<file path="config.mk">
export PLATFORM = sky130hd
export DESIGN_NAME = cmpc_top
export DESIGN_NICKNAME = d
export VERILOG_FILES = /design/src/design/cmpc_sync.v /design/src/design/cmpc_top.v /design/src/design/cmpc_wake_filter.v
export VERILOG_INCLUDE_DIRS = /design/src /design/src/design
export SDC_FILE = /design/constraint.sdc
export NUM_CORES = 1
export LEC_CHECK = 0
export BUFFER_PORTS_ARGS = -buffer_cell sky130_fd_sc_hd__buf_2
export CORE_MARGIN = 3
export CORE_UTILIZATION = 50
export CTS_CLUSTER_SIZE = 20
export DETAILED_ROUTE_END_ITERATION = 8
export GPL_ROUTABILITY_DRIVEN = 0
export PLACE_DENSITY = 0.72
export RECOVER_POWER = 100
export SLEW_MARGIN = 10
export SYNTH_ARGS = -nofsm -noshare
export SYNTH_HDL_FRONTEND = slang
export SYNTH_SLANG_ARGS = --single-unit
</file>
<file path="constraint.sdc">
create_clock -name clk_i -period 4.1 [get_ports clk_i]
set_input_delay 0 -clock clk_i [delete_from_list [all_inputs] [get_ports clk_i]]
set_output_delay 0 -clock clk_i [all_outputs]
set_load 0.01 [all_outputs]
</file>
<file path="src/design/cmpc_consts.vh">
// Constants for the CAN mode and power control block.
`ifndef CMPC_CONSTS_VH
`define CMPC_CONSTS_VH
// ==========================================================
// Register word offsets (byte address = 4 x index).
`define CMPC_REG_CTL0 4'h0
`define CMPC_REG_CTL1 4'h1
`define CMPC_REG_BTR0 4'h2
`define CMPC_REG_BTR1 4'h3
`define CMPC_REG_ACC 4'h4
`define CMPC_REG_STAT 4'h5
`define CMPC_REG_FLAGS 4'h6
// ==========================================================
// Control register 0 bit positions.
`define CMPC_C0_INIT_REQUEST 0
`define CMPC_C0_SLEEP_REQUEST 1
`define CMPC_C0_WAKEUP_ENABLE 2
`define CMPC_C0_TXREQ 3
`define CMPC_C0_ABORT 4
// Control register 1 bit positions.
`define CMPC_C1_ENABLE 7
`define CMPC_C1_LISTEN 4
`define CMPC_C1_WAKEUP_FILTER_MODE 2
`define CMPC_C1_WAKEUP_IRQ_ENABLE 1
// Flags register bits (write one to clear).
`define CMPC_F_WAKE 0
`define CMPC_F_RXF 1
// ==========================================================
// Reset values.
`define CMPC_CTL0_RST 8'h01
`define CMPC_CTL1_RST 8'h00
`define CMPC_BTR_RST 8'h00
// ==========================================================
// Timing counts.
`define CMPC_SYNC_CYC 4'h3
`define CMPC_RECOV_CYC 8'h10
`define CMPC_IDLE_BITS 4'hb
`define CMPC_FILT_CYC 4'h8
`endif

</file>
<file path="src/design/cmpc_sync.v">
// Two flip-flop level synchroniser into the protocol domain enable.
`timescale 1ns/10ps
`default_nettype none
module cmpc_sync (
  // Clock and reset.
  input wire clk_i,
  input wire rst_i,
  // Enable of the receiving domain.
  input wire en_i,
  // Level in and out.
  input wire d_i,
  output reg q_o
);
  // ==========================================================
  // First stage, read only by the second stage.
  reg s1_q;
  // Both stages advance on the domain enable only.
  always @(posedge clk_i) begin
    if (rst_i) begin
      s1_q <= 1'b0;
      q_o <= 1'b0;
    end else if (en_i) begin
      s1_q <= d_i;
      q_o <= s1_q;
    end
  end
endmodule
`default_nettype wire

</file>
<file path="src/design/cmpc_top.v">
// CAN mode and power control with an Avalon-MM register slave.
`timescale 1ns/10ps
`default_nettype none
`include "cmpc_consts.vh"
module cmpc_top #(
  parameter CAN_DIV = 4
) (
  // Clock and reset.
  input wire clk_i,
  input wire rst_i,
  // Avalon-MM slave.
  input wire [3:0] avs_address_i,
  input wire avs_read_i,
  input wire avs_write_i,
  input wire [31:0] avs_writedata_i,
  output reg [31:0] avs_readdata_o,
  output reg avs_waitrequest_o,
  // Processor modes and special mode strap.
  input wire cpu_wait_i,
  input wire cpu_stop_i,
  input wire special_mode_i,
  // Protocol layer status.
  input wire tx_pending_i,
  input wire rx_busy_i,
  input wire bus_idle_i,
  input wire rx_frame_done_i,
  input wire proto_tx_i,
  // CAN pins.
  input wire rx_line_i,
  output reg tx_line_o,
  // Protocol layer controls.
  output reg proto_rx_o,
  output reg proto_clk_en_o,
  output reg proto_run_o,
  output reg proto_abort_o,
  output reg tx_start_o,
  output reg rx_shift_en_o,
  output reg busoff_count_en_o,
  output reg wake_irq_o
);
  // ==========================================================
  // Mode states, one-hot.
  localparam [6:0] ST_DIS = 7'h01;
  localparam [6:0] ST_INIT = 7'h02;
  localparam [6:0] ST_RUN = 7'h04;
  localparam [6:0] ST_SLPW = 7'h08;
  localparam [6:0] ST_SLP = 7'h10;
  localparam [6:0] ST_PD = 7'h20;
  localparam [6:0] ST_SYNC = 7'h40;
  // Registers.
  reg [7:0] ctl0_q; // Control register 0.
  reg [7:0] ctl1_q; // Control register 1.
  reg [7:0] btr0_q; // Bit timing register 0.
  reg [7:0] btr1_q; // Bit timing register 1.
  reg [7:0] acc_q; // Acceptance control.
  reg [1:0] flags_q; // Wake and receive full flags.
  reg en_locked_q; // Enable written once in normal modes.
  reg [6:0] st_q; // Mode state.
  reg init_ack_q; // Init acknowledge.
  reg slp_ack_q; // Sleep acknowledge.
  reg slept_q; // Was asleep before power-down.
  reg [7:0] cnt_q; // Delay and bit counter.
  reg [7:0] div_q; // CAN clock divider.
  reg pd_refuse_q; // Register access refused in power-down.
  reg [7:0] rcv_q; // Recovery ticks left after an unplanned power-down.
  wire can_tick;
  wire init_sync;
  wire init_sync_can;
  wire activity;
  wire wakeup_enable;
  wire listen;
  wire pd_cond;
  wire acc;
  wire wr;
  wire init_mode;
  wire sleeping;
  wire active;
  // ==========================================================
  // Decoded controls.
  assign wakeup_enable = ctl0_q[`CMPC_C0_WAKEUP_ENABLE];
  assign listen = ctl1_q[`CMPC_C1_LISTEN];
  assign init_mode = ctl0_q[`CMPC_C0_INIT_REQUEST] && init_ack_q;
  assign sleeping = st_q == ST_SLP;
  // The protocol engine runs in normal mode and while draining toward sleep.
  assign active = (st_q == ST_RUN) || (st_q == ST_SLPW);
  assign pd_cond = cpu_stop_i || (cpu_wait_i && ctl0_q[6]);
  assign acc = avs_read_i || avs_write_i;
  assign wr = avs_write_i && !avs_waitrequest_o && !pd_refuse_q;
  // ==========================================================
  // CAN clock enable divider, gated when disabled or powered down.
  always @(posedge clk_i) begin
    if (rst_i || div_q == CAN_DIV[7:0] - 8'h1) begin
      div_q <= 8'h0;
    end else begin
      div_q <= div_q + 8'h1;
    end
  end
  assign can_tick = (div_q == 8'h0) && (st_q != ST_DIS) && (st_q != ST_PD);
  // Init request into the bus and CAN domains.
  cmpc_sync u_sync_bus (
    .clk_i(clk_i),
    .rst_i(rst_i),
    .en_i(1'b1),
    .d_i(ctl0_q[`CMPC_C0_INIT_REQUEST]),
    .q_o(init_sync)
  );
  cmpc_sync u_sync_can (
    .clk_i(clk_i),
    .rst_i(rst_i),
    .en_i(can_tick),
    .d_i(init_sync),
    .q_o(init_sync_can)
  );
  // Wake-up activity, masked when wake-up disabled.
  cmpc_wake_filter u_wake (
    .clk_i(clk_i),
    .rst_i(rst_i),
    .filter_i(ctl1_q[`CMPC_C1_WAKEUP_FILTER_MODE]),
    .rx_i(rx_line_i || !wakeup_enable),
    .act_o(activity)
  );
  // ==========================================================
  // Mode state machine.
  always @(posedge clk_i) begin
    if (rst_i) begin
      st_q <= ST_DIS;
      init_ack_q <= 1'b0;
      slp_ack_q <= 1'b0;
      slept_q <= 1'b0;
      cnt_q <= 8'h0;
      rcv_q <= 8'h0;
    end else begin
      // Init acknowledge follows the request once all domains agree; the
      // extra CAN tick gives the protocol domain its third clock to settle.
      if (init_sync_can && can_tick && init_sync && ctl0_q[`CMPC_C0_INIT_REQUEST]) begin
        init_ack_q <= 1'b1;
      end else if (!ctl0_q[`CMPC_C0_INIT_REQUEST]) begin
        init_ack_q <= 1'b0;
      end
      case (st_q)
        ST_DIS: begin
          if (ctl1_q[`CMPC_C1_ENABLE]) begin
            st_q <= ST_INIT;
          end
        end
        ST_INIT: begin
          if (pd_cond) begin
            slept_q <= 1'b0;
            st_q <= ST_PD;
          end else if (!ctl0_q[`CMPC_C0_INIT_REQUEST]) begin
            cnt_q <= 8'h0;
            rcv_q <= 8'h0;
            st_q <= ST_SYNC;
          end
        end
        ST_RUN: begin
          if (pd_cond) begin
            slept_q <= 1'b0;
            st_q <= ST_PD;
          end else if (ctl0_q[`CMPC_C0_INIT_REQUEST]) begin
            st_q <= ST_INIT;
          end else if (ctl0_q[`CMPC_C0_SLEEP_REQUEST]) begin
            cnt_q <= 8'h0;
            st_q <= ST_SLPW;
          end
        end
        ST_SLPW: begin
          // Enter sleep once idle and the fixed delay has run.
          if (pd_cond) begin
            slept_q <= 1'b0;
            st_q <= ST_PD;
          end else if (!tx_pending_i && !rx_busy_i && bus_idle_i) begin
            if (cnt_q >= {4'h0, `CMPC_SYNC_CYC}) begin
              slp_ack_q <= 1'b1;
              st_q <= ST_SLP;
            end else begin
              cnt_q <= cnt_q + 8'h1;
            end
          end
        end
        ST_SLP: begin
          if (pd_cond) begin
            slept_q <= 1'b1;
            st_q <= ST_PD;
          end else if (activity || !ctl0_q[`CMPC_C0_SLEEP_REQUEST]) begin
            slp_ack_q <= 1'b0;
            cnt_q <= 8'h0;
            st_q <= ST_SYNC;
          end else if (ctl0_q[`CMPC_C0_INIT_REQUEST]) begin
            st_q <= ST_INIT;
          end
        end
        ST_PD: begin
          // Power-up runs a recovery, or skips it if asleep before, then waits for idle.
          if (!pd_cond) begin
            // An unplanned power-down costs a fixed recovery before idle counting.
            cnt_q <= 8'h0;
            rcv_q <= slept_q ? 8'h0 : `CMPC_RECOV_CYC;
            slp_ack_q <= 1'b0;
            st_q <= ST_SYNC;
          end
        end
        ST_SYNC: begin
          // Wait for eleven recessive bits before joining.
          if (pd_cond) begin
            st_q <= ST_PD;
          end else if (ctl0_q[`CMPC_C0_INIT_REQUEST]) begin
            st_q <= ST_INIT;
          end else if (can_tick && rcv_q != 8'h0) begin
            // Recovery ticks run down first, whatever the line does.
            rcv_q <= rcv_q - 8'h1;
          end else if (can_tick) begin
            if (!rx_line_i) begin
              cnt_q <= (cnt_q > {4'h0, `CMPC_IDLE_BITS}) ? cnt_q - 8'h1 : 8'h0;
            end else if (cnt_q >= {4'h0, `CMPC_IDLE_BITS}) begin
              cnt_q <= 8'h0;
              st_q <= ST_RUN;
            end else begin
              cnt_q <= cnt_q + 8'h1;
            end
          end
        end
        default: st_q <= ST_DIS;
      endcase
    end
  end
  // ==========================================================
  // Register file with init and special-mode write locks.
  always @(posedge clk_i) begin
    if (rst_i) begin
      ctl0_q <= `CMPC_CTL0_RST;
      ctl1_q <= `CMPC_CTL1_RST;
      btr0_q <= `CMPC_BTR_RST;
      btr1_q <= `CMPC_BTR_RST;
      acc_q <= `CMPC_BTR_RST;
      flags_q <= 2'b00;
      en_locked_q <= 1'b0;
    end else begin
      if (init_mode) begin
        ctl0_q[7:3] <= 5'h0;
        flags_q[`CMPC_F_RXF] <= 1'b0;
      end else if (rx_frame_done_i && rx_shift_en_o) begin
        flags_q[`CMPC_F_RXF] <= 1'b1;
      end else if (wr && avs_address_i == `CMPC_REG_FLAGS && avs_writedata_i[1]) begin
        flags_q[`CMPC_F_RXF] <= 1'b0;
      end
      // Wake flag: set wins over clear; power-down counts only if asleep before it.
      if (activity && wakeup_enable && (sleeping || (st_q == ST_PD && slept_q))) begin
        flags_q[`CMPC_F_WAKE] <= 1'b1;
      end else if (wr && avs_address_i == `CMPC_REG_FLAGS && avs_writedata_i[0]) begin
        flags_q[`CMPC_F_WAKE] <= 1'b0;
      end
      // Waking on bus activity withdraws the sleep request, so sleep is not re-entered.
      if (activity && sleeping) begin
        ctl0_q[`CMPC_C0_SLEEP_REQUEST] <= 1'b0;
      end
      if (wr) begin
        case (avs_address_i)
          `CMPC_REG_CTL0: begin
            // Request clears ignored until acknowledged.
            ctl0_q[`CMPC_C0_INIT_REQUEST] <= avs_writedata_i[0] || (!init_ack_q && ctl0_q[0]);
            ctl0_q[`CMPC_C0_SLEEP_REQUEST] <= avs_writedata_i[1] || (!slp_ack_q && ctl0_q[1]);
            ctl0_q[7:2] <= init_mode ? ctl0_q[7:2] : avs_writedata_i[7:2];
          end
          `CMPC_REG_CTL1: begin
            if (init_mode || special_mode_i) begin
              ctl1_q[6:0] <= avs_writedata_i[6:0];
            end
            if (!en_locked_q || special_mode_i) begin
              ctl1_q[7] <= avs_writedata_i[7];
              en_locked_q <= !special_mode_i;
            end
          end
          `CMPC_REG_BTR0: begin
            if (init_mode || special_mode_i) btr0_q <= avs_writedata_i[7:0];
          end
          `CMPC_REG_BTR1: begin
            if (init_mode || special_mode_i) btr1_q <= avs_writedata_i[7:0];
          end
          `CMPC_REG_ACC: begin
            if (init_mode || special_mode_i) acc_q <= avs_writedata_i[7:0];
          end
          default: begin
          end
        endcase
      end
    end
  end
  // ==========================================================
  // Avalon answer: one wait cycle, refused access reads zero.
  always @(posedge clk_i) begin
    if (rst_i) begin
      avs_waitrequest_o <= 1'b1;
      avs_readdata_o <= 32'h0000_0000;
      pd_refuse_q <= 1'b0;
    end else begin
      pd_refuse_q <= st_q == ST_PD;
      avs_waitrequest_o <= !(acc && avs_waitrequest_o);
      avs_readdata_o <= 32'h0000_0000;
      if (avs_read_i && avs_waitrequest_o && st_q != ST_PD) begin
        case (avs_address_i)
          `CMPC_REG_CTL0: avs_readdata_o <= {24'h0, ctl0_q};
          `CMPC_REG_CTL1: avs_readdata_o <= {24'h0, ctl1_q};
          `CMPC_REG_BTR0: avs_readdata_o <= {24'h0, btr0_q};
          `CMPC_REG_BTR1: avs_readdata_o <= {24'h0, btr1_q};
          `CMPC_REG_ACC: avs_readdata_o <= {24'h0, acc_q};
          `CMPC_REG_STAT: avs_readdata_o <= {25'h0, st_q == ST_PD, slp_ack_q, init_ack_q,
                                             st_q[3:0] == 4'h0 ? 4'h0 : st_q[3:0]};
          `CMPC_REG_FLAGS: avs_readdata_o <= {30'h0, flags_q};
          default: avs_readdata_o <= 32'h0000_0000;
        endcase
      end
    end
  end
  // ==========================================================
  // Protocol-side outputs, all registered.
  always @(posedge clk_i) begin
    if (rst_i) begin
      tx_line_o <= 1'b1;
      proto_rx_o <= 1'b1;
      proto_clk_en_o <= 1'b0;
      proto_run_o <= 1'b0;
      proto_abort_o <= 1'b0;
      tx_start_o <= 1'b0;
      rx_shift_en_o <= 1'b0;
      busoff_count_en_o <= 1'b0;
      wake_irq_o <= 1'b0;
    end else begin
      // Line recessive unless running and not listen-only.
      tx_line_o <= (active && !listen && !init_mode) ? proto_tx_i : 1'b1;
      // Listen-only folds own dominant bits into receive path.
      proto_rx_o <= sleeping ? (rx_line_i || !wakeup_enable) :
                    (listen ? (rx_line_i && proto_tx_i) : rx_line_i);
      proto_clk_en_o <= can_tick && !sleeping;
      proto_run_o <= active;
      proto_abort_o <= (st_q == ST_INIT || st_q == ST_PD) ||
                       (st_q == ST_RUN && ctl0_q[`CMPC_C0_ABORT]);
      tx_start_o <= active && !listen && ctl0_q[`CMPC_C0_TXREQ];
      rx_shift_en_o <= active;
      busoff_count_en_o <= st_q == ST_RUN || st_q == ST_SYNC;
      wake_irq_o <= flags_q[`CMPC_F_WAKE] && wakeup_enable && ctl1_q[`CMPC_C1_WAKEUP_IRQ_ENABLE];
    end
  end
endmodule
`default_nettype wire

</file>
<file path="src/design/cmpc_wake_filter.v">
// Bus activity detector with optional low-pass glitch filter.
`timescale 1ns/10ps
`default_nettype none
`include "cmpc_consts.vh"
module cmpc_wake_filter (
  // Clock and reset.
  input wire clk_i,
  input wire rst_i,
  // Filter select and receive input.
  input wire filter_i,
  input wire rx_i,
  // Activity pulse.
  output reg act_o
);
  // ==========================================================
  // Count of consecutive dominant samples.
  reg [3:0] cnt_q;
  // A dominant level counts; filtered mode needs a held level.
  always @(posedge clk_i) begin
    if (rst_i) begin
      cnt_q <= 4'h0;
      act_o <= 1'b0;
    end else begin
      if (rx_i) begin
        cnt_q <= 4'h0;
      end else if (cnt_q != 4'hf) begin
        cnt_q <= cnt_q + 4'h1;
      end
      act_o <= !rx_i && (filter_i ? (cnt_q >= `CMPC_FILT_CYC) : 1'b1);
    end
  end
endmodule
`default_nettype wire

</file>
[Word-level counts from Yosys, hierarchy flattened]
Cells that the tools add are included.
Word-level totals
  output and inout port bits: 42
  input port bits: 49
  bits in registers: 128
  logic and storage cells: 257
Cells by class
  magnitude comparators: 4
  bitwise operators: 3
  mux-type cells: 71
  eq/ne operators: 48
  reduce and logical (&&, ||, !) cells: 90
  add/subtract/negate cells: 5
Operator list (number)
  8-bit two-way mux: 24
  7-bit two-way mux: 19
  8-bit one-hot mux with 7 select lines: 1
  7-bit one-hot mux with 7 select lines: 1
  8-bit one-hot mux with 6 select lines: 1
  1-bit logical AND: 34
  2-bit inequality test (second input constant): 16
  4-bit inequality test (second input constant): 6
  8-bit one-hot mux with 3 select lines: 1
  3-bit AND reduction: 7
  1-bit two-way mux: 18
  8-bit by 1-bit adder with 8-bit output (second input constant): 2
  16-bit AND reduction: 1
  8-bit by 1-bit subtractor with 8-bit output (second input constant): 2
  1-bit zero test: 15
  1-bit logical OR: 14
  7-bit AND reduction: 2
  4-bit by 3-bit == test with 1-bit output (second input constant): 3
  11-bit AND reduction: 1
  5-bit two-way mux: 2
  2-bit by 1-bit inequality test with 1-bit output (second input constant): 5
  4-bit by 2-bit == test with 1-bit output (second input constant): 2
  8-bit by 2-bit == test with 1-bit output (second input constant): 1
  8-bit by 2-bit greater-or-equal comparator with 1-bit output (second input constant): 1
  other kinds (31): 42

[Longest topological paths before layout]
Gate-level depths: netlist of the first run.
  depth in word-level cells: 8
  depth in mapped cells: 8

[Cells and area by module]
From an unflattened synthesis of the first run, not the netlist that was laid out.
Second synthesis, totals
  cell total of the unflattened synthesis: 632
  area total of the unflattened synthesis: 5466.5 um2
By module, submodules not included
  cmpc_top: area an instance 5079.9 um2, times used 1, sequential area each 1901.8 um2, cells an instance 595
  cmpc_wake_filter: area an instance 251.5 um2, times used 1, sequential area each 100.1 um2, cells an instance 25
  cmpc_sync: area an instance 67.6 um2, times used 2, sequential area each 40.0 um2, cells an instance 6

[Least setup slack after synthesis of the first run]
No wires, ideal clock.
  path type: reg2reg
  start point: register rcv_q[2]
  end point: register cnt_q[3]
  required time: 3.970 ns
  path slack: 1.788 ns
  cell stages (with the launch flop): 7
  setup time: 0.130 ns
  path buffers: 0
  clock period less this slack: 2.312 ns
  arrival time: 2.182 ns
  cell sequence: dfxtp_1 > or4_4 > nor4b_4 > a31oi_2 > a2111o_1 > o311ai_2 > o31ai_1
On the way
  cells in the longest elaborated chain, start to end: 4
RTL lines
  start: declaration: RTL line cmpc_top.v:65  | reg [7:0] rcv_q;
  start signal: assignment: RTL line cmpc_top.v:198  | rcv_q <= slept_q ? 8'h0 : `CMPC_RECOV_CYC;
  start signal: assignment: RTL line cmpc_top.v:211  | rcv_q <= rcv_q - 8'h1;
  8-bit nonzero test: RTL line cmpc_top.v:209  | end else if (can_tick && rcv_q != 8'h0) begin
  1-bit logical AND: RTL line cmpc_top.v:209
  2-bit inequality test (no line)
  16-bit AND reduction (no line)
  end signal: assignment: RTL line cmpc_top.v:177  | cnt_q <= cnt_q + 8'h1;
  end signal: assignment: RTL line cmpc_top.v:214  | cnt_q <= (cnt_q > {4'h0, `CMPC_IDLE_BITS}) ? cnt_q - 8'h1 : 8'h0;
  end signal: assignment: RTL line cmpc_top.v:219  | cnt_q <= cnt_q + 8'h1;
  end: declaration: RTL line cmpc_top.v:62  | reg [7:0] cnt_q;
No other way between the ends.
A chain may end at the register's enable or synchronous reset.

[Worst setup path after layout of the first run]
  start point: register st_q[5]
  end point: register rcv_q[7]
On the way
  cells in the longest elaborated chain, start to end: 6
RTL lines
  start: declaration: RTL line cmpc_top.v:58  | reg [6:0] st_q;
  start signal: assignment: RTL line cmpc_top.v:126  | st_q <= ST_DIS;
  start signal: assignment: RTL line cmpc_top.v:143  | st_q <= ST_INIT;
  start signal: assignment: RTL line cmpc_top.v:149  | st_q <= ST_PD;
  7-bit by 1-bit inequality test with 1-bit output: RTL line cmpc_top.v:98  | assign can_tick = (div_q == 8'h0) && (st_q != ST_DIS) && (st_q != ST_PD);
  1-bit logical AND (2 in a row): RTL line cmpc_top.v:98
  1-bit logical AND: RTL line cmpc_top.v:209
  2-bit inequality test (no line)
  7-bit AND reduction (no line)
Several ways; a longest one is shown, not always the timed one.

==> results of run 1 <==
[power by group through the flow]
stage	clock, mW	combinational (mW)	sequential, mW
floorplan	0	0.222	1.07
global placement	0	0.254	1.10
detailed placement	0	0.258	1.10
CTS	0.684	0.271	1.08
global route	0.717	0.302	1.08
finish	0.673	0.275	1.08
[stage by stage]
stage	total power, mW	setup WS, ns	hold slack, ns	instance area, um^2
final	2.02	1.23	0.0766	5840
after global routing	2.10	0.993	0.142	5840
after CTS	2.03	1.49	0.0536	5890
after detailed placement	1.36	1.52	0.204	5530
after global placement	1.35	1.58	0.197	5530
after floorplan	1.30	1.79	0.100	5410
[cell usage after synthesis, types with 4 or more instances]
library cell	n	area [um^2]
sky130_fd_sc_hd__nor3_1	14	70.1
sky130_fd_sc_hd__or3_1	6	37.5
sky130_fd_sc_hd__a22oi_1	9	67.6
sky130_fd_sc_hd__a21oi_1	23	115
sky130_fd_sc_hd__buf_4	25	188
sky130_fd_sc_hd__ha_1	8	100
sky130_fd_sc_hd__o22ai_1	4	25.0
sky130_fd_sc_hd__nor2_1	90	338
sky130_fd_sc_hd__nand2_1	40	150
sky130_fd_sc_hd__and3_1	8	50.1
sky130_fd_sc_hd__inv_1	21	78.8
sky130_fd_sc_hd__nand2b_1	4	25.0
sky130_fd_sc_hd__clkbuf_1	28	105
sky130_fd_sc_hd__nor4_1	4	25.0
sky130_fd_sc_hd__o31ai_1	6	45.0
sky130_fd_sc_hd__nand4_1	5	31.3
sky130_fd_sc_hd__o21ai_0	24	120
sky130_fd_sc_hd__xor2_1	7	61.3
sky130_fd_sc_hd__a22o_1	5	43.8
sky130_fd_sc_hd__nor3b_1	4	30.0
sky130_fd_sc_hd__a221oi_1	6	52.6
sky130_fd_sc_hd__xnor2_1	6	52.6
sky130_fd_sc_hd__nand3_1	24	120
sky130_fd_sc_hd__a31oi_1	8	50.1
sky130_fd_sc_hd__mux2i_1	41	410
sky130_fd_sc_hd__mux2_2	4	45.0
sky130_fd_sc_hd__dfxtp_1	104	2080
sky130_fd_sc_hd__nor2b_1	11	68.8
sky130_fd_sc_hd__and2_1	4	25.0
[flip-flops by register name (all words and copies together) (netlist names), 2 cells and up]
name / cells
acc_q: 8
avs_readdata_o: 8
btr0_q: 8
btr1_q: 8
cnt_q: 8
ctl0_q: 8
ctl1_q: 8
div_q: 8
flags_q: 2
rcv_q: 8
st_q: 7
u_wake.cnt_q: 4
[routing by layer]
metal / part of all wire, % / wire length [um]
met5: 0 / 0
met2: 46 / 6050
met3: 6.4 / 839
met1: 46 / 5990
met4: 1.7 / 217
[area by class of cell]
type	instances	area share, %
Tap cell	136	2.92
Clock inverter	7	1.61
Multi-Input combinational cell	456	50.2
Inverter	21	1.35
Sequential cell	104	35.7
Timing Repair Buffer	61	6.17
Clock buffer	9	2.12
[worst reg2reg max path: cells and delay by family (launching register included)]
family | cells | cell delay (ns)
DFF | 1 | 0.42
AOI/OAI and AO/OA | 3 | 0.83
and+or+nand+nor | 3 | 1.55
[cell usage in the layout, fill, tap and decap left out, types with 4 or more instances in the layout]
cell / n
sky130_fd_sc_hd__conb_1: 24
sky130_fd_sc_hd__mux2i_1: 41
sky130_fd_sc_hd__xor2_1: 7
sky130_fd_sc_hd__mux2_2: 4
sky130_fd_sc_hd__xnor2_1: 6
sky130_fd_sc_hd__nand2_1: 40
sky130_fd_sc_hd__nand4_1: 5
sky130_fd_sc_hd__a21oi_1: 23
sky130_fd_sc_hd__nor3_1: 15
sky130_fd_sc_hd__a31oi_1: 8
sky130_fd_sc_hd__a221oi_1: 6
sky130_fd_sc_hd__nand3_1: 24
sky130_fd_sc_hd__nor2_1: 91
sky130_fd_sc_hd__nor3b_1: 4
sky130_fd_sc_hd__buf_4: 4
sky130_fd_sc_hd__buf_2: 23
sky130_fd_sc_hd__nor2b_1: 11
sky130_fd_sc_hd__clkbuf_1: 20
sky130_fd_sc_hd__nor4_1: 5
sky130_fd_sc_hd__a22o_1: 5
sky130_fd_sc_hd__nand2b_1: 4
sky130_fd_sc_hd__o31ai_1: 6
sky130_fd_sc_hd__dfxtp_1: 104
sky130_fd_sc_hd__dlygate4sd3_1: 14
sky130_fd_sc_hd__or3_1: 6
sky130_fd_sc_hd__a22oi_1: 9
sky130_fd_sc_hd__ha_1: 8
sky130_fd_sc_hd__o21ai_0: 25
sky130_fd_sc_hd__o22ai_1: 4
sky130_fd_sc_hd__clkbuf_8: 9
sky130_fd_sc_hd__and3_1: 8
sky130_fd_sc_hd__inv_1: 21
[worst max path at each step]
stage / start / end / slack [ns] / depth (start not counted)
after floorplan: rcv_q[2]$_SDFFE_PP0P_ / cnt_q[3]$_SDFFE_PP0P_ / 1.79 / 6
after global placement: rcv_q[2]$_SDFFE_PP0P_ / cnt_q[3]$_SDFFE_PP0P_ / 1.58 / 6
after detailed placement: rcv_q[2]$_SDFFE_PP0P_ / cnt_q[3]$_SDFFE_PP0P_ / 1.52 / 6
after CTS: rcv_q[2]$_SDFFE_PP0P_ / cnt_q[3]$_SDFFE_PP0P_ / 1.49 / 6
after global routing: st_q[4]$_SDFFE_PP0P_ / rcv_q[7]$_SDFFE_PP0P_ / 0.99 / 6
final: st_q[5]$_SDFFE_PP0P_ / rcv_q[7]$_SDFFE_PP0P_ / 1.23 / 6
[kinds of logic after synthesis]
logic type      share of synthesized area, %
simple gates                            23.1
compound gates                          16.7
flops                                   39.1
buf+inv                                 7.21
mux                                     9.82
xor+xnor                                2.14
fa+ha+maj                               1.88
other cells                           0.0704
==> impl_metrics.py, run 1 <==
metrics = {
    "layout": {
        "fillCellCount": 925,
        "final_cells": 794,
        "area_growth_pct": 9.56,
        "seq_area_um2": 2080,
        "fin_nets": 710,
        "multi_input_comb_area_um2": 2930,
        "layout-drive-gt1-share_pct": 9.88,
        "finish.utilization_pct": 56.5,
        "insertedDiodeCount": 0,
    },
    "global_route": {
        "largest_net_degree_at_the_start_of_global_routing": 49,
        "gr-usage-met1_pct": 32.1,
        "gr-total-overflow": 0,
        "grtUsageMet3_pct": 3.26,
        "antenna_violations_before_repair": 0,
        "grt.total_usage_pct": 22.6,
        "globalRoute.busiestLayer": "met2",
        "gr-usage-met2_pct": 35.0,
        "via_count_of_the_first_global_routing_pass": 4378,
        "grt_pass1_wl_um": 21600,
    },
    "critical_path": {
        "cpPeakStageDelay_ns": 0.74,
        "crit_path_top_delay_cell": "sky130_fd_sc_hd__nor3_1",
        "critical_path_startpoint_category": "flop",
        "path_buf_inv": 0,
        "path_cells": "nor3_1 -> nand3_1 -> o21ai_0 -> o2111ai_1 -> or4_1 -> a21oi_1",
        "reg2reg_to": "rcv_q[7]$_SDFFE_PP0P_",
        "cp_data_required_time_ns": 4.40,
        "rr_startpoint": "st_q[5]$_SDFFE_PP0P_",
        "type_of_the_worst_setup_path": "flop to flop",
        "rr_worst_depth": 6,
        "r2r_slack_ns": 1.23,
        "end_kind": "flop",
        "cpLargestDelayFamily": "simple AND/OR/NAND/NOR gates",
        "critPathArrivalTime_ns": 3.17,
        "worst-path-max-fanout": 9,
    },
    "timing": {
        "rsz0062_at_grt": "false",
        "worst_pin_slew_ns": 2.06,
        "finalWorstPathRequiredPeriod_ns": 2.87,
        "slew_headroom_pct": -37.1,
        "maxClockFrequency_mhz": 348,
        "finalCritPeriodShare_pct": 70.0,
        "timing.final.hold_violations": 0,
        "tns_ns": 0,
        "clock-skew-final_ns": 0.0184,
        "timing.final.setup_violations": 0,
        "report.final.slew_viol_count": 49,
    },
    "clocking": {
        "clock_tree_from_tritoncts": "built",
        "cts_inserted_buffers": 9,
        "cts.root.buffer_cell": "sky130_fd_sc_hd__clkbuf_8",
        "hold_buffers": 14,
        "cts_resized": 0,
        "clock_sink_count": 104,
        "clock_tree.htree_level_count": 3,
        "cts-root-to-sink-buffers": 2,
        "cts.reportedPaths.clkPinSlew_ns": 0.12,
        "worstSkewPairLatency_ns": 0.38,
        "post_cts_setup_inserts": 0,
    },
    "routing": {
        "post_route_drc": 0,
        "wirelength_um": 13100,
        "routed_length_per_instance_um": 16.5,
        "final_antenna_net_count": 0,
        "vias_per_cell": 5.88,
        "detailroute.via_count": 4672,
        "initialDrtViolationCount": 459,
        "drt_first_pass_iters": 5,
    },
    "synthesis": {
        "synthesis.yosys.warnings": 0,
        "synth-edff-count": 0,
        "synthArstFlopShare_pct": 0,
        "seq_area_frac_synth_pct": 39.1,
        "syn-mean-instance-area_um2": 8.68,
        "yosys_register_bits": 104,
        "synth_cell_area_um2": 5330,
        "synth_cell_type_count": 70,
        "synth_top_flop_cell": "sky130_fd_sc_hd__dfxtp_1",
        "synthCells": 614,
    },
    "floorplanning": {
        "die_area_um2": 11900,
        "die_x_um": 109,
        "rows": 37,
        "ioPinCount": 91,
        "vert_die_dim_um": 109,
        "initial_core_utilization_pct": 51.6,
        "core-area_um2": 10300,
    },
    "power_and_ir_drop": {
        "seq_power_share_pct": 53.2,
        "ir_drop_mv": 0.224,
        "power.switching_uw": 632,
        "combPwrFrac_pct": 13.6,
        "clock_power_share_pct": 33.2,
        "internal-power_mw": 1.39,
        "switching_share_pct": 31.2,
        "power-per-cell-area_nw_per_um2": 347,
        "static-leakage-power_nw": 2.13,
    },
    "placement": {
        "numPortBuffers": 42,
        "detailedPlacementHpwl_um": 9380,
        "dp.cells": 764,
    },
    "outcome": {
        "outcome": "finished with violations",
        "failed_checks": "capacitance limit, slew limit",
    },
    "worst_hold_path": {
        "whs_path_depth": 4,
        "hold-path-endpoint": "avs_readdata_o[2]$_SDFF_PP0_",
        "worstHoldPathType": "input pin to flop",
        "worst_hold_startpoint": "avs_address_i[3]",
    },
    "run": {
        "max_cap_viol_count": 1,
    },
}
No activity file was read; power rests on OpenSTA's default activity.
==> run 2: changes to the inputs <==
Settings changed: ABC_AREA from default to 1, PLACE_DENSITY 0.72 to 0.75.
Clock period 4.1 ns to 2.6 ns, I/O delays scaled along.
==> run 2 against run 1 <==
The flow now finishes without violations. Clock power increased by 56%. Synthesized cell count increased by 24%. Count of clock-buffer cells in the layout increased by 2. Final area increased by 1.4%. Power increased by 110%. Wire length increased by 3.6%. Fmax increased by 31%.
==> impl_metrics.py, run 2 <==
metrics = {
    "critical_path": {
        "critical_path_startpoint_category": "flop",
        "r2r_slack_ns": 0.41,
        "critPathArrivalTime_ns": 2.45,
        "reg2reg_to": "ctl1_q[2]$_SDFFE_PP0P_",
        "cp_data_required_time_ns": 2.86,
        "rr_startpoint": "avs_waitrequest_o$_SDFF_PP1_",
        "rr_worst_depth": 8,
        "worst-path-max-fanout": 10,
        "type_of_the_worst_setup_path": "flop to flop",
        "end_kind": "flop",
    },
    "routing": {
        "initialDrtViolationCount": 449,
        "routed_length_per_instance_um": 14.2,
        "post_route_drc": 0,
        "final_antenna_net_count": 0,
        "detailroute.via_count": 5090,
        "wirelength_um": 13600,
        "vias_per_cell": 5.31,
        "drt_first_pass_iters": 6,
    },
    "synthesis": {
        "syn-mean-instance-area_um2": 7.08,
        "synth_top_flop_cell": "sky130_fd_sc_hd__dfxtp_1",
        "seq_area_frac_synth_pct": 38.5,
        "synth_top_cell_by_area": "sky130_fd_sc_hd__dfxtp_1",
        "post_synth_main_area_contributors": "sky130_fd_sc_hd__dfxtp_1 (38%), sky130_fd_sc_hd__nand2_1 (8.7%), sky130_fd_sc_hd__nor2_1 (7.4%), sky130_fd_sc_hd__a21oi_1 (6.7%), sky130_fd_sc_hd__inv_1 (6.7%)",
        "yosys_register_bits": 104,
        "synthTopCellsByCount": "sky130_fd_sc_hd__nand2_1 (126), sky130_fd_sc_hd__nor2_1 (107), sky130_fd_sc_hd__dfxtp_1 (104)",
        "synth.top_cell.area_share_pct": 38.5,
        "synthCells": 764,
        "synth-edff-count": 0,
        "yosysMostFrequentCell": "sky130_fd_sc_hd__nand2_1",
        "synth_cell_area_um2": 5410,
        "synthArstFlopShare_pct": 0,
        "synth_cell_type_count": 44,
        "synthesis.yosys.warnings": 0,
    },
    "floorplanning": {
        "ioPinCount": 91,
        "rows": 37,
        "vert_die_dim_um": 110,
        "die_area_um2": 12100,
        "core-area_um2": 10400,
        "initial_core_utilization_pct": 51.9,
        "die_x_um": 110,
    },
    "power_and_ir_drop": {
        "post-layout-total-power_mw": 4.19,
        "power-per-cell-area_nw_per_um2": 708,
        "seq_power_share_pct": 43.7,
        "combPwrFrac_pct": 31.3,
        "ir_drop_mv": 0.364,
        "static-leakage-power_nw": 2.59,
        "clock_power_share_pct": 25.0,
        "power.switching_mw": 1.57,
        "internal-power_mw": 2.62,
        "switching_share_pct": 37.4,
    },
    "worst_hold_path": {
        "worstHoldPathType": "input pin to flop",
        "worst_hold_startpoint": "avs_address_i[1]",
        "hold-path-endpoint": "avs_readdata_o[7]$_SDFF_PP0_",
        "whs_path_depth": 5,
    },
    "timing": {
        "slew_headroom_pct": 17.5,
        "rsz0062_at_grt": "false",
        "report.final.slew_viol_count": 0,
        "finalCritPeriodShare_pct": 84.4,
        "tns_ns": 0,
        "maxClockFrequency_mhz": 456,
        "timing.final.setup_violations": 0,
        "worst_hold_slack_ns": 0.111,
        "timing.final.hold_violations": 0,
        "worst_pin_slew_ns": 1.24,
        "finalWorstPathRequiredPeriod_ns": 2.19,
        "clock-skew-final_ns": 0.0127,
    },
    "outcome": {
        "outcome": "finished clean",
    },
    "global_route": {
        "largest_net_degree_at_the_start_of_global_routing": 31,
        "grt.total_usage_pct": 23.0,
        "gr-total-overflow": 0,
        "antenna_violations_before_repair": 0,
        "via_count_of_the_first_global_routing_pass": 4625,
        "grt_pass1_wl_um": 21900,
    },
    "layout": {
        "multi_input_comb_area_um2": 2730,
        "insertedDiodeCount": 0,
        "seq_area_um2": 2080,
        "finish.utilization_pct": 56.8,
        "area_growth_pct": 9.37,
        "fillCellCount": 1007,
        "final_common_cell": "sky130_fd_sc_hd__nand2_1",
        "final_cells": 958,
        "fin_nets": 874,
        "layout-drive-gt1-share_pct": 8.15,
        "layout.cells.most_common_list": "sky130_fd_sc_hd__nand2_1 (129), sky130_fd_sc_hd__nor2_1 (113), sky130_fd_sc_hd__dfxtp_1 (104)",
    },
    "clocking": {
        "clock_sink_count": 104,
        "clock_tree_from_tritoncts": "built",
        "cts.root.buffer_cell": "sky130_fd_sc_hd__clkbuf_8",
        "worstSkewPairLatency_ns": 0.38,
        "cts.reportedPaths.clkPinSlew_ns": 0.10,
        "cts_inserted_buffers": 9,
        "cts_resized": 0,
        "clock_tree.htree_level_count": 3,
        "cts-root-to-sink-buffers": 2,
    },
    "placement": {
        "dp.cells": 928,
        "detailedPlacementHpwl_um": 10200,
        "numPortBuffers": 42,
    },
    "run": {
        "max_cap_viol_count": 0,
    },
}
## run 2: changes by cell type after synthesis, sizes merged, moves of 8 or more
cell / delta
inv: +82
nor2b: -11
mux2i: -41
nor2: +33
a22oi: -9
and3: -8
nand2: +96
clkbuf: -21
nand3: +18
o21ai: +39
a21oi: +50
## run 2: what timing repair did
action                                 in CTS  in global routing
buffers inserted                            0                  0
hold buffers                               14                  0
endpoints found under the hold margin      40                  0
## run 2: layout make-up
type                            count  area share [%]
Tap cell                          136            2.88
Clock inverter                      5            1.06
Multi-Input combinational cell    540            46.2
Timing Repair Buffer               58            5.65
Sequential cell                   104            35.2
Clock buffer                       11            2.39
Inverter                          104            6.68
## run 2: stage by stage
stage          instance area, um^2  worst slack (ns)
2_1_floorplan                 5500              1.05
3_3_place_gp                  5630             0.708
3_5_place_dp                  5630             0.640
4_1_cts                       5980             0.600
5_1_grt                       5920             0.260
6_report                      5920             0.406
## run 2: how the worst max path moves through the flow
stage,from,to,slack (ns),depth (start not counted)
2_1_floorplan,avs_waitrequest_o$_SDFF_PP1_,btr1_q[2]$_SDFFE_PP0P_,1.05,9
3_3_place_gp,ctl0_q[6]$_SDFFE_PP0P_,cnt_q[4]$_SDFFE_PP0P_,0.71,10
5_1_grt,ctl0_q[0]$_SDFFE_PP1P_,ctl1_q[2]$_SDFFE_PP0P_,0.26,7
4_1_cts,ctl0_q[6]$_SDFFE_PP0P_,cnt_q[1]$_SDFFE_PP0P_,0.60,10
3_5_place_dp,ctl0_q[6]$_SDFFE_PP0P_,cnt_q[1]$_SDFFE_PP0P_,0.64,10
6_report,avs_waitrequest_o$_SDFF_PP1_,ctl1_q[2]$_SDFFE_PP0P_,0.41,8
## run 2: logic make-up after synthesis
family,share of synthesized area (%)
buffers and inverters,12.1
adder cells (fa/ha/maj),1.85
AND/OR/NAND/NOR,28.4
other,0.0693
AO/OA/AOI/OAI,16.7
flip-flops,38.5
XOR/XNOR,2.43
## run 2: metal layers
layer / global-route usage, % / part of all wire (%) / vias to the layer above
met1: 31.4 / 46 / 2364
met5: 0 / 0 / -
met4: 7.75 / 1.4 / 0
li1: - / - / 2530
met2: 36.5 / 46 / 177
met3: 4.14 / 6.6 / 19
## run 2: critical path: stages, from the launching register on
cell	delay, ns
sky130_fd_sc_hd__dfxtp_1	0.35
sky130_fd_sc_hd__nor3_1	0.41
sky130_fd_sc_hd__inv_1	0.17
sky130_fd_sc_hd__a21oi_1	0.15
sky130_fd_sc_hd__inv_1	0.16
sky130_fd_sc_hd__nor2_1	0.30
sky130_fd_sc_hd__inv_1	0.25
sky130_fd_sc_hd__o21ai_0	0.22
sky130_fd_sc_hd__a21oi_1	0.06
## run 2: power groups by stage
stage | Clock, mW | Combinational, mW | Sequential, mW
finish | 1.05 | 1.31 | 1.83
global route | 1.13 | 1.47 | 1.85
CTS | 1.07 | 1.31 | 1.84
detailed placement | 0 | 1.29 | 1.87
global placement | 0 | 1.25 | 1.87
floorplan | 0 | 1.11 | 1.82
==> run 3: changes to the inputs <==
Clock period 2.6 ns to 1.9 ns, I/O delays scaled along.
==> run 3 against run 2 <==
Final area grew 5.7%. Clock skew is 0.0013 ns lower. Setup slack got worse by 0.31 ns. First-iteration DRC count grew 22%. Global-route usage increased by 0.48 points. Critical path depth is 2 higher. Sequential power rose by 37%. Critical endpoint is now cnt_q[5]$_SDFFE_PP0P_.
==> impl_metrics.py, run 3 (synthesis gave the netlist of run 2 again) <==
metrics = {
    "outcome": {
        "outcome": "finished clean",
    },
    "routing": {
        "initialDrtViolationCount": 547,
        "final_antenna_net_count": 0,
        "post_route_drc": 0,
        "drt_first_pass_iters": 5,
        "wirelength_um": 14200,
        "detailroute.via_count": 5299,
        "routed_length_per_instance_um": 14.2,
        "vias_per_cell": 5.31,
    },
    "timing": {
        "clock-skew-final_ns": 0.0114,
        "slew_headroom_pct": 37.6,
        "timing.final.setup_violations": 0,
        "timing.final.hold_violations": 0,
        "finalCritPeriodShare_pct": 95.2,
        "finalWorstPathRequiredPeriod_ns": 1.81,
        "report.final.slew_viol_count": 0,
        "worst_pin_slew_ns": 0.936,
        "maxClockFrequency_mhz": 553,
    },
    "placement": {
        "numPortBuffers": 42,
        "detailedPlacementHpwl_um": 10500,
        "postPlaceCellArea_um2": 5820,
        "dp.cells": 953,
    },
    "layout": {
        "layout.cells.most_common_list": "sky130_fd_sc_hd__nand2_1 (122), sky130_fd_sc_hd__nor2_1 (109), sky130_fd_sc_hd__dfxtp_1 (99)",
        "fin_nets": 913,
        "multi_input_comb_area_um2": 2790,
        "insertedDiodeCount": 0,
        "seq_area_um2": 2090,
        "final_cells": 997,
        "layout-drive-gt1-share_pct": 13.9,
        "post-route-cell-area_um2": 6250,
        "fillCellCount": 974,
        "area_growth_pct": 15.6,
        "final_common_cell": "sky130_fd_sc_hd__nand2_1",
    },
    "clocking": {
        "cts.root.buffer_cell": "sky130_fd_sc_hd__clkbuf_8",
        "worstSkewPairLatency_ns": 0.38,
        "cts.reportedPaths.clkPinSlew_ns": 0.11,
        "clock_tree_from_tritoncts": "built",
        "cts_inserted_buffers": 9,
        "cts-root-to-sink-buffers": 2,
        "clock_sink_count": 104,
        "clock_tree.htree_level_count": 3,
    },
    "critical_path": {
        "rr_startpoint": "ctl0_q[6]$_SDFFE_PP0P_",
        "worst_setup_path_startpoint": "ctl0_q[6]$_SDFFE_PP0P_",
        "critPathArrivalTime_ns": 2.07,
        "rr_worst_depth": 10,
        "reg2reg_to": "cnt_q[5]$_SDFFE_PP0P_",
        "r2r_slack_ns": 0.09,
        "critical_path_startpoint_category": "flop",
        "type_of_the_worst_setup_path": "flop to flop",
        "cp_data_required_time_ns": 2.17,
        "end_kind": "flop",
        "worst-path-max-fanout": 8,
    },
    "floorplanning": {
        "rows": 37,
        "initial_core_utilization_pct": 51.9,
        "vert_die_dim_um": 110,
        "ioPinCount": 91,
        "die_area_um2": 12100,
        "die_x_um": 110,
        "core-area_um2": 10400,
    },
    "worst_hold_path": {
        "worstHoldPathType": "input pin to flop",
        "hold-path-endpoint": "flags_q[1]$_SDFFE_PP0P_",
        "worst_hold_startpoint": "avs_address_i[0]",
        "whs_path_depth": 5,
    },
    "power_and_ir_drop": {
        "power-per-cell-area_nw_per_um2": 962,
        "static-leakage-power_nw": 2.79,
        "ir_drop_mv": 0.585,
    },
    "global_route": {
        "largest_net_degree_at_the_start_of_global_routing": 30,
        "via_count_of_the_first_global_routing_pass": 4720,
        "grt_pass1_wl_um": 22300,
        "grt.total_usage_pct": 23.4,
        "gr-total-overflow": 0,
        "antenna_violations_before_repair": 0,
    },
    "run": {
        "max_cap_viol_count": 0,
    },
}
[run 3: per-layer routing]
metal / up-vias / global-route usage (%) / share of wire, %
li1: 2609 / - / -
met1: 2457 / 31.9 / 45
met2: 206 / 37.2 / 46
met3: 27 / 4.60 / 6.8
met4: 0 / 7.93 / 2.1
met5: - / 0 / 0
[run 3: stage by stage]
stage          power [mW]  utilization (%)  setup TNS, ns  setup slack, ns  hold slack [ns]
6_report             6.01             60.0              0           0.0914            0.142
5_1_grt              6.37             60.0        -0.0690          -0.0422            0.160
4_1_cts              5.91             59.4              0           0.0696            0.123
3_5_place_dp         4.42             55.9              0            0.105            0.210
3_3_place_gp         4.34             55.9              0            0.157            0.212
2_1_floorplan        4.01                -              0            0.354           0.0900
[run 3: cell type report]
cell class	count	area share [%]
multi-input combinational	541	44.5
inverter	104	6.32
tap	136	2.72
clock inverter	7	1.42
clock buffer	9	1.98
timing repair buffer	96	9.58
sequential	104	33.4
[run 3: worst max-delay path by stage]
stage | end | slack, ns | cells past startpoint
final | cnt_q[5]$_SDFFE_PP0P_ | 0.09 | 10
after detailed placement | cnt_q[5]$_SDFFE_PP0P_ | 0.10 | 11
after floorplan | btr1_q[2]$_SDFFE_PP0P_ | 0.35 | 9
after global placement | btr1_q[4]$_SDFFE_PP0P_ | 0.16 | 8
after global routing | rcv_q[1]$_SDFFE_PP0P_ | -0.04 | 11
after CTS | cnt_q[5]$_SDFFE_PP0P_ | 0.07 | 12
[run 3: worst max-delay path: stages (launching register included)]
cell and delay (ns):
sky130_fd_sc_hd__dfxtp_1 0.35, sky130_fd_sc_hd__a21oi_4 0.17, sky130_fd_sc_hd__inv_1 0.16, sky130_fd_sc_hd__nand2_1 0.18, sky130_fd_sc_hd__nand2_2 0.09, sky130_fd_sc_hd__nor2_1 0.14, sky130_fd_sc_hd__nand2_2 0.09, sky130_fd_sc_hd__nor2_4 0.16
sky130_fd_sc_hd__nand2_4 0.11, sky130_fd_sc_hd__o21ai_0 0.19, sky130_fd_sc_hd__nor2_1 0.06
[run 3: power breakdown]
| group | switching (mW) | leakage, nW | internal [mW] |
|---|---|---|---|
| combinational | 1.32 | 1.84 | 0.720 |
| clock | 0.836 | 0.109 | 0.639 |
| sequential | 0.158 | 0.843 | 2.34 |
| total | 2.31 | 2.79 | 3.70 |
[run 3: what timing repair did]
item                       4_1_cts  5_1_grt
setup endpoints to repair        0       42
buffers inserted                 0       12
hold endpoints to repair        40        0
gates resized for setup          0       16
hold buffers                    15        0
